$ cat src/jrls_pkg.sv
`default_nettype none
package jrls_pkg;
  localparam int NUM_LANES = 8;
  localparam logic [11:0] FRAME_LOCK_ADDR = 12'h471;
  localparam logic [11:0] SUM_OK_ADDR = 12'h472;
  localparam logic [11:0] LINK_CTRL_ADDR = 12'h475;
  localparam logic [11:0] OPTION_ADDR = 12'h476;
  localparam int SUBST_OFF_BIT = 6;
  localparam int SKIP_ILAS_BIT = 7;
  localparam int CORE_RESET_BIT = 3;
  localparam logic [7:0] STATUS_RESET = 8'h00;
  localparam logic [7:0] CTRL_RESET = 8'h00;
  localparam logic [7:0] OPTION_RESET = 8'h00;
  // JESD204B control characters
  localparam logic [7:0] CHAR_A = 8'h7c;
  localparam logic [7:0] CHAR_F = 8'hfc;

  typedef struct packed {
    logic wr;
    logic rd;
    logic [11:0] addr;
    logic [7:0] wdata;
  } jrls_cfg_req_type;

  typedef struct packed {
    logic [7:0] data;
    logic is_k;
  } jrls_octet_type;
endpackage
`default_nettype wire

$ cat src/jrls_lane_status.sv
`default_nettype none
module jrls_lane_status
(
  input wire logic i_clk,
  input wire logic i_nrst,
  input wire jrls_pkg::jrls_cfg_req_type i_cfg,
  output logic [7:0] o_cfg_rdata,
  input wire logic [7:0] i_frame_aligned,
  input wire logic [7:0] i_sum_valid,
  input wire logic [7:0] i_sum_match,
  input wire jrls_pkg::jrls_octet_type [7:0] i_lane_octet,
  input wire logic [7:0] i_frame_end,
  input wire logic [7:0] i_mframe_end,
  output jrls_pkg::jrls_octet_type [7:0] o_lane_octet,
  output logic o_core_in_reset,
  output logic o_skip_lane_alignment_seq
);
  import jrls_pkg::*;

  // ****************************************
  // Address decode
  // ****************************************
  function automatic logic addr_hit(input jrls_cfg_req_type req,
                                    input logic [11:0] addr);
    return req.addr == addr;
  endfunction

  logic hit_lock;
  logic hit_sum;
  logic hit_ctrl;
  logic hit_option;
  logic rd_req;
  logic wr_req;

  assign rd_req = i_cfg.rd;
  assign wr_req = i_cfg.wr;
  assign hit_lock = addr_hit(i_cfg, FRAME_LOCK_ADDR);
  assign hit_sum = addr_hit(i_cfg, SUM_OK_ADDR);
  assign hit_ctrl = addr_hit(i_cfg, LINK_CTRL_ADDR);
  assign hit_option = addr_hit(i_cfg, OPTION_ADDR);

  // ****************************************
  // Configuration registers
  // ****************************************
  logic [7:0] frame_locked_q;
  logic [7:0] frame_locked_d;
  logic [7:0] sum_ok_q;
  logic [7:0] sum_ok_d;
  logic [7:0] ctrl_q;
  logic [7:0] option_q;
  logic [7:0] rdata_q;
  logic [7:0] rdata_d;
  logic wr_ctrl;
  logic wr_option;
  logic end_char_subst_off;
  logic core_rst;

  // Write strobes
  assign wr_ctrl = wr_req && hit_ctrl;
  assign wr_option = wr_req && hit_option;

  // Control fields
  assign end_char_subst_off = option_q[SUBST_OFF_BIT];
  assign core_rst = ctrl_q[CORE_RESET_BIT];

  // Core soft reset and the rest of the link control byte
  always_ff @(posedge i_clk or negedge i_nrst)
  begin
    if (!i_nrst)
      ctrl_q <= CTRL_RESET;
    else if (wr_ctrl)
      ctrl_q <= i_cfg.wdata;
  end

  // Option bits, meant to change only under core reset; a write to OPTION_ADDR is taken whether or not core_rst is set
  always_ff @(posedge i_clk or negedge i_nrst)
  begin
    if (!i_nrst)
      option_q <= OPTION_RESET;
    else if (wr_option)
      option_q <= i_cfg.wdata;
  end

  // ****************************************
  // Lane status
  // ****************************************
  // Frame lock follows the aligner; cleared under core reset
  assign frame_locked_d = core_rst ? STATUS_RESET : i_frame_aligned;

  // Checksum bit follows each new evaluation, held otherwise; cleared under core reset
  always_comb
  begin
    sum_ok_d = sum_ok_q;
    for (int n = 0; n < NUM_LANES; n++)
    begin
      if (i_sum_valid[n])
        sum_ok_d[n] = i_sum_match[n];
    end
    if (core_rst)
      sum_ok_d = STATUS_RESET;
  end

  // Status bits have no write path
  always_ff @(posedge i_clk or negedge i_nrst)
  begin
    if (!i_nrst)
      frame_locked_q <= STATUS_RESET;
    else
      frame_locked_q <= frame_locked_d;
  end

  always_ff @(posedge i_clk or negedge i_nrst)
  begin
    if (!i_nrst)
      sum_ok_q <= STATUS_RESET;
    else
      sum_ok_q <= sum_ok_d;
  end

  // ****************************************
  // Register read
  // ****************************************
  logic [7:0] rd_lock_v;
  logic [7:0] rd_sum_v;
  logic [7:0] rd_ctrl_v;
  logic [7:0] rd_option_v;

  // Addresses are distinct, so the sources merge by OR
  assign rd_lock_v = hit_lock ? frame_locked_q : 8'h00;
  assign rd_sum_v = hit_sum ? sum_ok_q : 8'h00;
  assign rd_ctrl_v = hit_ctrl ? ctrl_q : 8'h00;
  assign rd_option_v = hit_option ? option_q : 8'h00;
  assign rdata_d = rd_lock_v | rd_sum_v | rd_ctrl_v | rd_option_v;

  always_ff @(posedge i_clk or negedge i_nrst)
  begin
    if (!i_nrst)
      rdata_q <= STATUS_RESET;
    else if (rd_req)
      rdata_q <= rdata_d;
  end

  assign o_cfg_rdata = rdata_q;

  // ****************************************
  // End-of-frame character substitution
  // ****************************************
  // Alignment character at the boundary that it marks
  function automatic logic end_char_hit(input jrls_octet_type oct,
                                        input logic fend,
                                        input logic mfend);
    logic hit_a;
    logic hit_f;
    hit_a = mfend && (oct.data == CHAR_A);
    hit_f = fend && (oct.data == CHAR_F);
    return oct.is_k && (hit_a || hit_f);
  endfunction

  jrls_octet_type [7:0] lane_d;
  jrls_octet_type [7:0] lane_q;
  logic [7:0] lane_hit;
  logic [7:0] last_q;

  // Per-lane replacement request, dropped when disabled
  always_comb
  begin
    for (int n = 0; n < NUM_LANES; n++)
    begin
      lane_hit[n] = !end_char_subst_off &&
                    end_char_hit(i_lane_octet[n], i_frame_end[n],
                                 i_mframe_end[n]);
    end
  end

  // Replacement repeats the lane's previous data octet
  always_comb
  begin
    lane_d = i_lane_octet;
    for (int n = 0; n < NUM_LANES; n++)
    begin
      if (lane_hit[n])
      begin
        lane_d[n].data = last_q[n] ? lane_q[n].data : 8'h00;
        lane_d[n].is_k = 1'b0;
      end
    end
  end

  always_ff @(posedge i_clk or negedge i_nrst)
  begin
    if (!i_nrst)
      lane_q <= '0;
    else
      lane_q <= lane_d;
  end

  // Marks that a lane has produced an octet since reset
  always_ff @(posedge i_clk or negedge i_nrst)
  begin
    if (!i_nrst)
      last_q <= 8'h00;
    else
      last_q <= 8'hff;
  end

  // ****************************************
  // Outputs
  // ****************************************
  assign o_lane_octet = lane_q;
  assign o_core_in_reset = core_rst;
  assign o_skip_lane_alignment_seq = option_q[SKIP_ILAS_BIT];
endmodule
`default_nettype wire

$ cat config.mk
export PLATFORM = sky130hd
export DESIGN_NAME = jrls_lane_status
export DESIGN_NICKNAME = d
export VERILOG_FILES = /design/src/jrls_pkg.sv /design/src/jrls_lane_status.sv
export SDC_FILE = /design/constraint.sdc
export NUM_CORES = 1
export LEC_CHECK = 0
export ABC_AREA = 1
export BUFFER_PORTS_ARGS = -buffer_cell sky130_fd_sc_hd__buf_2
export CAP_MARGIN = 20
export CORE_MARGIN = 4
export CORE_UTILIZATION = 46
export CTS_CLUSTER_SIZE = 20
export DETAILED_ROUTE_END_ITERATION = 10
export PLACE_DENSITY = 0.77
export SYNTH_ARGS = -nofsm -noshare
export SYNTH_HDL_FRONTEND = slang
export SYNTH_SLANG_ARGS = --single-unit
$ cat constraint.sdc
create_clock -name i_clk -period 3.56 [get_ports i_clk]
set_clock_uncertainty 0.1 [all_clocks]
set_input_delay 0.356 -clock i_clk [delete_from_list [all_inputs] [get_ports i_clk]]
set_output_delay 0.356 -clock i_clk [all_outputs]
set_load 0.02 [all_outputs]
; Word-level counts from Yosys, hierarchy flattened
; Index checks and enable logic that the tools add are counted.
[totals]
register_bits = 113
latch_bits = 0
ram_bits = 0
romBits = 0
input_bits = 136
out_inout_bits = 82
elab_cells = 141
mem_count = 0
[classes]
addsub = 0
n_mul = 0
div_mod_pow = 0
order_cmp = 0
eq_ne = 28
n_shift = 0
mux = 30
bitwise = 3
n_reduce_logical = 51
[ops]
columns = operator, n
row1 = 8-bit two-way mux, 14
row2 = 9-bit two-way mux, 8
row3 = "8-bit by 7-bit equality test with 1-bit output, second input constant", 8
row4 = "8-bit equality test, second input constant", 8
row5 = "12-bit by 11-bit equality test with 1-bit output, second input constant", 4
row6 = 1-bit logical AND, 34
row7 = 8-bit OR, 3
row8 = "2-bit != test, second input constant", 8
row9 = 2-bit nonzero test, 8
row10 = 1-bit logical OR, 8
row11 = 1-bit two-way mux, 8
row12 = 1-bit logical NOT, 1

; Depth between registers and ports, before layout
; Gate-level depths: netlist of run 1.
[depth]
depth_word = 6
ltp_mapped = 9
depth_no_buf = 8

; Worst setup path after synthesis of run 1
; No wires, ideal clock.
[synth_timing]
path_type = register to register
from = register option_q[6]
to = register lane_q, in the netlist o_lane_octet[12]
setup_ns = 0.118
arrival_time_ns = 1.209
required_time_ns = 3.342
slack_ns = 2.133
stages_incl_launch_ff = 6
n_path_buf = 1
synth_period_minus_slack_ns = 1.427
cell_sequence = dfrtp_1 > buf_6 > nor4_4 > nand2_4 > nand2_1 > nand2_1
[synth_between]
elab_chain_cells = 3
word_cells_on_any_way = 4
classes_between = 1 x eq/ne / 1 x mux / 2 x reduce/logical
[synth_lines]
columns = item, line_no
row1 = "start, declared", jrls_lane_status.sv:50  ; logic [7:0] option_q;
row2 = "start signal, assigned", jrls_lane_status.sv:81  ; option_q <= i_cfg.wdata;
row3 = 1-bit logical NOT *, jrls_lane_status.sv:169  ; lane_hit[n] = !end_char_subst_off &&
row4 = 1-bit logical AND *, jrls_lane_status.sv:169
row5 = 2-bit != test (no source line) / 9-bit two-way mux (equally long branches), n/a
row6 = "end signal, assigned", jrls_lane_status.sv:194  ; lane_q <= lane_d;
row7 = "end, declared", jrls_lane_status.sv:160  ; jrls_octet_type [7:0] lane_q;
; Mark *: on every way between the ends. The rest lies on a longest branch, timed or not.
; A chain may end at the register's enable or synchronous reset.

; Worst setup path in the final report of run 1
[layout_timing]
from = register option_q[6]
to = register lane_q, in the netlist o_lane_octet[34]
; Same word-level chain as after synthesis.

==> results of run 1 <==
[Yosys cell counts, drive strengths merged (5+ instances only)]
library cell and number:
dfrtp 113, nor3 5, a211oi 10, buf 14, o21ai 22, nand4 75, nand3 50, inv 62
nand2 141, clkbuf 5, a21boi 5, nor2 72
[kinds of logic (layout without fill, tap and decap cells)]
logic type / after synthesis / after routing / synth area share [%]
other cells: 1 / 1 / 0.07201
flops: 113 / 113 / 54.30
compound gates: 37 / 37 / 6.055
simple gates: 349 / 349 / 33.09
buf+inv: 81 / 316 / 6.487
[what timing repair did]
action / CTS / global route
setup buffers: 0 / 0
hold buffers: 0 / 1
hold endpoints to repair: 0 / 7
[layout by cell type (no fill, tap or decap), types with 2 or more instances in the layout]
cell type and n:
buf_2 216, nand2_1 135, dfrtp_1 112, nand4_1 75, nor2_1 68, inv_1 58, nand3_1 48, o21ai_2 18
clkbuf_16 17, a211oi_1 8, a21boi_1 5, inv_2 4, clkbuf_8 4, clkinvlp_4 4, buf_4 4, nor4_4 3
nand2_4 3, nand2_2 3, o21ai_1 3, bufinv_16 3, a211oi_4 2, nor3_4 2, nor3_1 2, nor2_4 2
nor2_2 2, clkinv_2 2
[critical path, delay by kind of cell (launching register included)]
family | cells | cell delay [ns]
AND/OR/NAND/NOR | 5 | 0.94
flip-flops | 1 | 0.67
buffers and inverters | 1 | 0.18
[layout make-up]
| cell class | instances | area share (%) |
|---|---|---|
| Clock inverter | 9 | 1.843 |
| Inverter | 62 | 3.296 |
| Sequential cell | 113 | 40.06 |
| Multi-Input combinational cell | 387 | 28.92 |
| Clock buffer | 22 | 6.857 |
| Tap cell | 140 | 2.481 |
| Timing Repair Buffer | 223 | 16.55 |
[state kept, by name (all words and copies together) (netlist names)]
signal and cells:
option_q 8, ctrl_q 8, last_q 1, o_lane_octet 72
o_cfg_rdata 8, frame_locked_q 8, sum_ok_q 8
[power by group]
part / leakage, nW / total [mW] / internal [mW] / switching (mW)
clock: 0.290 / 1.74 / 1.17 / 0.571
combinational: 2.10 / 0.383 / 0.142 / 0.241
sequential: 1.36 / 1.39 / 1.35 / 0.0374
[layer usage]
metal	track usage [%]	up-vias	part of all wire (%)
met5	0	-	0
met4	7.522	0	2.0
met3	6.237	24	8.5
met2	37.72	251	49
met1	28.33	2305	41
li1	-	2396	-
[stage by stage]
step / setup slack (ns) / hold slack (ns)
detailed placement: 1.544 / 0.3781
floorplan: 2.133 / -0.03959
global route: 1.363 / 0.02621
finish: 1.540 / 0.04136
global placement: 1.626 / 0.3766
CTS: 1.560 / 0.02109
[final timing paths]
| kind | slack, ns | from | depth (start not counted) | end |
|---|---|---|---|---|
| max | 1.54 | option_q[6]$_DFFE_PN0P_ | 6 | o_lane_octet[34]$_DFFE_PN0P_ |
| min | 0.04 | i_sum_valid[6] | 2 | sum_ok_q[6]$_DFFE_PN0P_ |
| max reg2reg | 1.54 | option_q[6]$_DFFE_PN0P_ | 6 | o_lane_octet[34]$_DFFE_PN0P_ |
| min reg2reg | 0.40 | option_q[2]$_DFFE_PN0P_ | 2 | option_q[2]$_DFFE_PN0P_ |
| max in group asynchronous | 2.21 | i_nrst | 4 | o_lane_octet[71]$_DFFE_PN0P_ |
| min in group asynchronous | 0.23 | i_nrst | 2 | o_lane_octet[54]$_DFF_PN0_ |
==> results.md, run 1 <==
- Run status: finished clean
- Post-synth top area share: 54.30%
- Register area: 2829 um2
- Cell area after synthesis: 5207 um2
- Top cell by count, worst path: nand2_1
- Layout cells sized above 1: 36.27%
- Max_cap viols: 0
- CTS sink cnt: 113
- Area delta synth->final: 35.61%
- Data arrival, critical path: 2.21 ns
- Placed cell area: 6390 um2
- Setup Viol. Count Final: 0
- Yosys top cell by area: dfrtp_1
- # rows: 38
- PD cells: 496.8 nW/um2
- DIE HEIGHT: 114.4 um
- Total number of H-tree levels: 4
- Vias per std cell: 5.205
- Crit path largest cell delay: 0.67 ns
- Register area share after synthesis: 54.30%
- Die area: 13,090 um2
- Post-route clock period utilization: 56.74%
- CP Max Fanout: 12
- Fill count: 897
- IO Pins: 218
- Starting DRC count in detailed routing: 607
- Average size of a mapped cell: 8.963 um2
- Pleak: 3.747 nW
- Post-route cell area: 7062 um2
- Max VDD drop: 0.0002630 V
- Ys async rst share: 100.0%
- Worst skew pair latency: 0.40 ns
- Detail Route Antenna Nets: 0
- Register bit total from synthesis: 113
- Post-layout min period: 2.020 ns
- CTS tree: done
- Nets: 940
- Relative slew slack: 48.37%
- Initial cell density of the core: 47.41%
- Initial antenna violation count: 0
- Port Buffers: 217
- Endpoints failing hold: 0
- CP max-delay cell: dfrtp_1
- Clk buf depth: 2
- CTS Buf Count: 17
- Core Region: 10,980 um2
- Critical path, cell by cell: nor2_1 > nand2_1 > nor3_2 > inv_1 > nand2_1 > nand2_1
- Gp weighted congestion: 0.9092
- DRC Markers: 0
- DR pass1 iterations: 5
- First-pass GRT wire length: 23,670 um
- Final wirelength: 14,530 um
- Setup TNS: 0 ns
- Max Fclk: 0.4951 GHz
- Pin count of the biggest net entering global routing: 84
- Avg WL per Cell: 15.20 um
- Setup crit end kind: flop
- CTS Root Cell: clkbuf_16
- ANT cells: 0
- All-layer global routing usage: 22.57%
- YS warnings: 0
- CTS resizes: 0
- Unique masters post-synth: 32
- Multi-input logic area: 2042 um2
- WP data required: 3.75 ns
- Finished Core Util: 64.30%
- Design Power: 3.508 mW
- Synth Instances: 581
- Unrepaired setup endpoints after global routing: no
- Top cells by area, synth: dfrtp_1 (54%), nand2_1 (9.7%), nand4_1 (9.0%)
- Post-Place Cells: 922
- Synth Flop Type: dfrtp_1
- Die width: 114.4 um
- Gr ovfl total: 0
- Vias: 4,976
- CP Class: reg -> reg
- Worst-Margin Slew: 0.7745 ns
- Worst min path class: in -> reg
- Final slew viol count: 0
- Crit start category: flop
- Net Count, Synth: 717
- Post-DP HPWL: 11,030 um
- Non-filler cells, final: 956
- CTS clk-pin slew, worst paths: 0.05 ns
- Vias in the first global route: 4,978
- Post-synth EDFFs: 0
Note: power is estimated with default switching activity, not from simulation.
==> run 2, diff against run 1 <==
- CORE_UTILIZATION: 46 -> 44
- clock period: 3.56 -> 1.7 ns (I/O delays scaled with it)
==> results.md, run 2 (synthesized netlist as in run 1, its figures left out) <==
- Core Region: 11,520 um2
- Final wirelength: 18,830 um
- CP Buf/Inv Count: 1
- Worst skew pair latency: 0.41 ns
- Avg WL per Cell: 17.29 um
- Top cell by count, worst path: nand2_2
- IO Pins: 218
- Final slew viol count: 0
- Setup crit end kind: flop
- Die area: 13,640 um2
- Data arrival, critical path: 1.86 ns
- PD cells: 905.9 nW/um2
- Relative slew slack: 65.65%
- First-pass GRT wire length: 29,050 um
- DRC Markers: 0
- Gp weighted congestion: 0.9232
- Post-Place Cells: 948
- Int Power: 5.634 mW
- Setup TNS: 0 ns
- DIE HEIGHT: 116.8 um
- Non-filler cells, final: 1,089
- CTS clk-pin slew, worst paths: 0.05 ns
- Max Fclk: 0.5983 GHz
- Commonest cells after routing, fill and taps aside: buf_2 (216), nand2_1 (134), dfrtp_1 (111), dlygate4sd3_1 (105), nand4_1 (75)
- Max_cap viols: 0
- CTS tree: done
- Critical path, cell by cell: inv_2 > o21ai_2 > a211oi_4 > nand2_2 > nand2_2 > nand2_1
- Port Buffers: 217
- Fill count: 771
- Switching power: 1.891 mW
- Unrepaired setup endpoints after global routing: yes
- Post-route clock period utilization: 98.31%
- CP top delay family: flip-flops
- Setup WS pre-CTS: 0.03029 ns
- Die width: 116.8 um
- Vias in the first global route: 5,812
- WP data required: 1.89 ns
- Endpoints failing hold: 0
- Worst hold margin: 0.06954 ns
- Sequential share of power: 38.7%
- Final worst slack: 0.02869 ns
- Nets: 1,070
- Detail Route Antenna Nets: 0
- All-layer global routing usage: 27.85%
- Max VDD drop: 0.0005720 V
- Worst-Margin Slew: 0.5153 ns
- Clock power share: 47.0%
- Area delta synth->final: 59.51%
- CP Max Fanout: 8
- CTS Root Cell: clkbuf_16
- Combinational share of power: 14.3%
- Gr ovfl total: 0
- Clk buf depth: 2
- Crit start category: flop
- Max reg flops: 72
- ANT cells: 0
- Design Power: 7.525 mW
- CP Class: reg -> reg
- Starting DRC count in detailed routing: 621
- CTS Buf Count: 17
- Commonest non-fill, non-tap cell in the layout: buf_2
- CTS sink cnt: 113
- Pin count of the biggest net entering global routing: 47
- Post-DP HPWL: 11,580 um
- Worst min path class: in -> reg
- Post-layout min period: 1.671 ns
- Vias: 5,804
- CP max-delay cell: dfrtp_4
- Layout cells sized above 1: 34.14%
- Crit path largest cell delay: 0.55 ns
- Initial cell density of the core: 45.22%
- Run status: finished clean
- # rows: 39
- Switch share: 25.13%
- Setup Viol. Count Final: 0
- Vias per std cell: 5.330
- Initial antenna violation count: 0
- Total number of H-tree levels: 4
- Pleak: 4.303 nW
- DR pass1 iterations: 5
[run 2: layer usage]
layer | vias up | track usage, % | share of wire, %
met3 | 72 | 7.506 | 8.5
met2 | 366 | 49.72 | 52
met4 | 0 | 13.46 | 3.9
li1 | 2665 | - | -
met5 | - | 0 | 0
met1 | 2701 | 30.61 | 36
[run 2: timing repair]
action,4_1_cts,5_1_grt
buffers inserted,0,5
hold endpoints to repair,217,0
pin swaps,0,2
hold buffers,105,0
endpoints found under the setup margin,2,3
gates resized for setup,1,4
[run 2: path summary, 6_finish.rpt]
check | cells past startpoint | from | to | slack, ns
max reg2reg | 6 | option_q[6]$_DFFE_PN0P_ | o_lane_octet[22]$_DFFE_PN0P_ | 0.03
min | 3 | i_cfg[20] | o_cfg_rdata[7]$_DFFE_PN0P_ | 0.07
min reg2reg | 2 | ctrl_q[0]$_DFFE_PN0P_ | ctrl_q[0]$_DFFE_PN0P_ | 0.38
max | 6 | option_q[6]$_DFFE_PN0P_ | o_lane_octet[22]$_DFFE_PN0P_ | 0.03
max in group asynchronous | 3 | i_nrst | frame_locked_q[7]$_DFF_PN0_ | 0.74
min in group asynchronous | 2 | i_nrst | o_lane_octet[28]$_DFFE_PN0P_ | 0.18
[run 2: per-stage QoR]
| stage | area, um2 | utilization [%] |
|---|---|---|
| floorplan | 5207 | - |
| global placement | 6604 | 57.34 |
| detailed placement | 6604 | 57.34 |
| CTS | 8243 | 71.58 |
| global route | 8307 | 72.13 |
| finish | 8307 | 72.13 |
[run 2: worst min-delay path: stages]
cell,delay (ns)
buf_2,0.19
nor2_1,0.11
nor2_1,0.05
[run 2: power by group through the flow]
stage / Clock [mW] / Combinational [mW] / Sequential, mW
floorplan: 0 / 0.254 / 3.06
global placement: 0 / 0.820 / 2.95
detailed placement: 0 / 0.829 / 2.95
CTS: 3.57 / 1.03 / 2.90
global route: 3.73 / 1.16 / 2.92
finish: 3.54 / 1.08 / 2.91
[run 2: cell type report]
cell class	instances	area, um2	share of cell area (%)
clock buffer	21	450.4	5.423
clock inverter	10	136.4	1.642
inverter	62	232.7	2.802
multi-input combinational	387	2049	24.67
sequential	113	2833	34.10
tap	143	178.9	2.154
timing repair buffer	353	2426	29.21
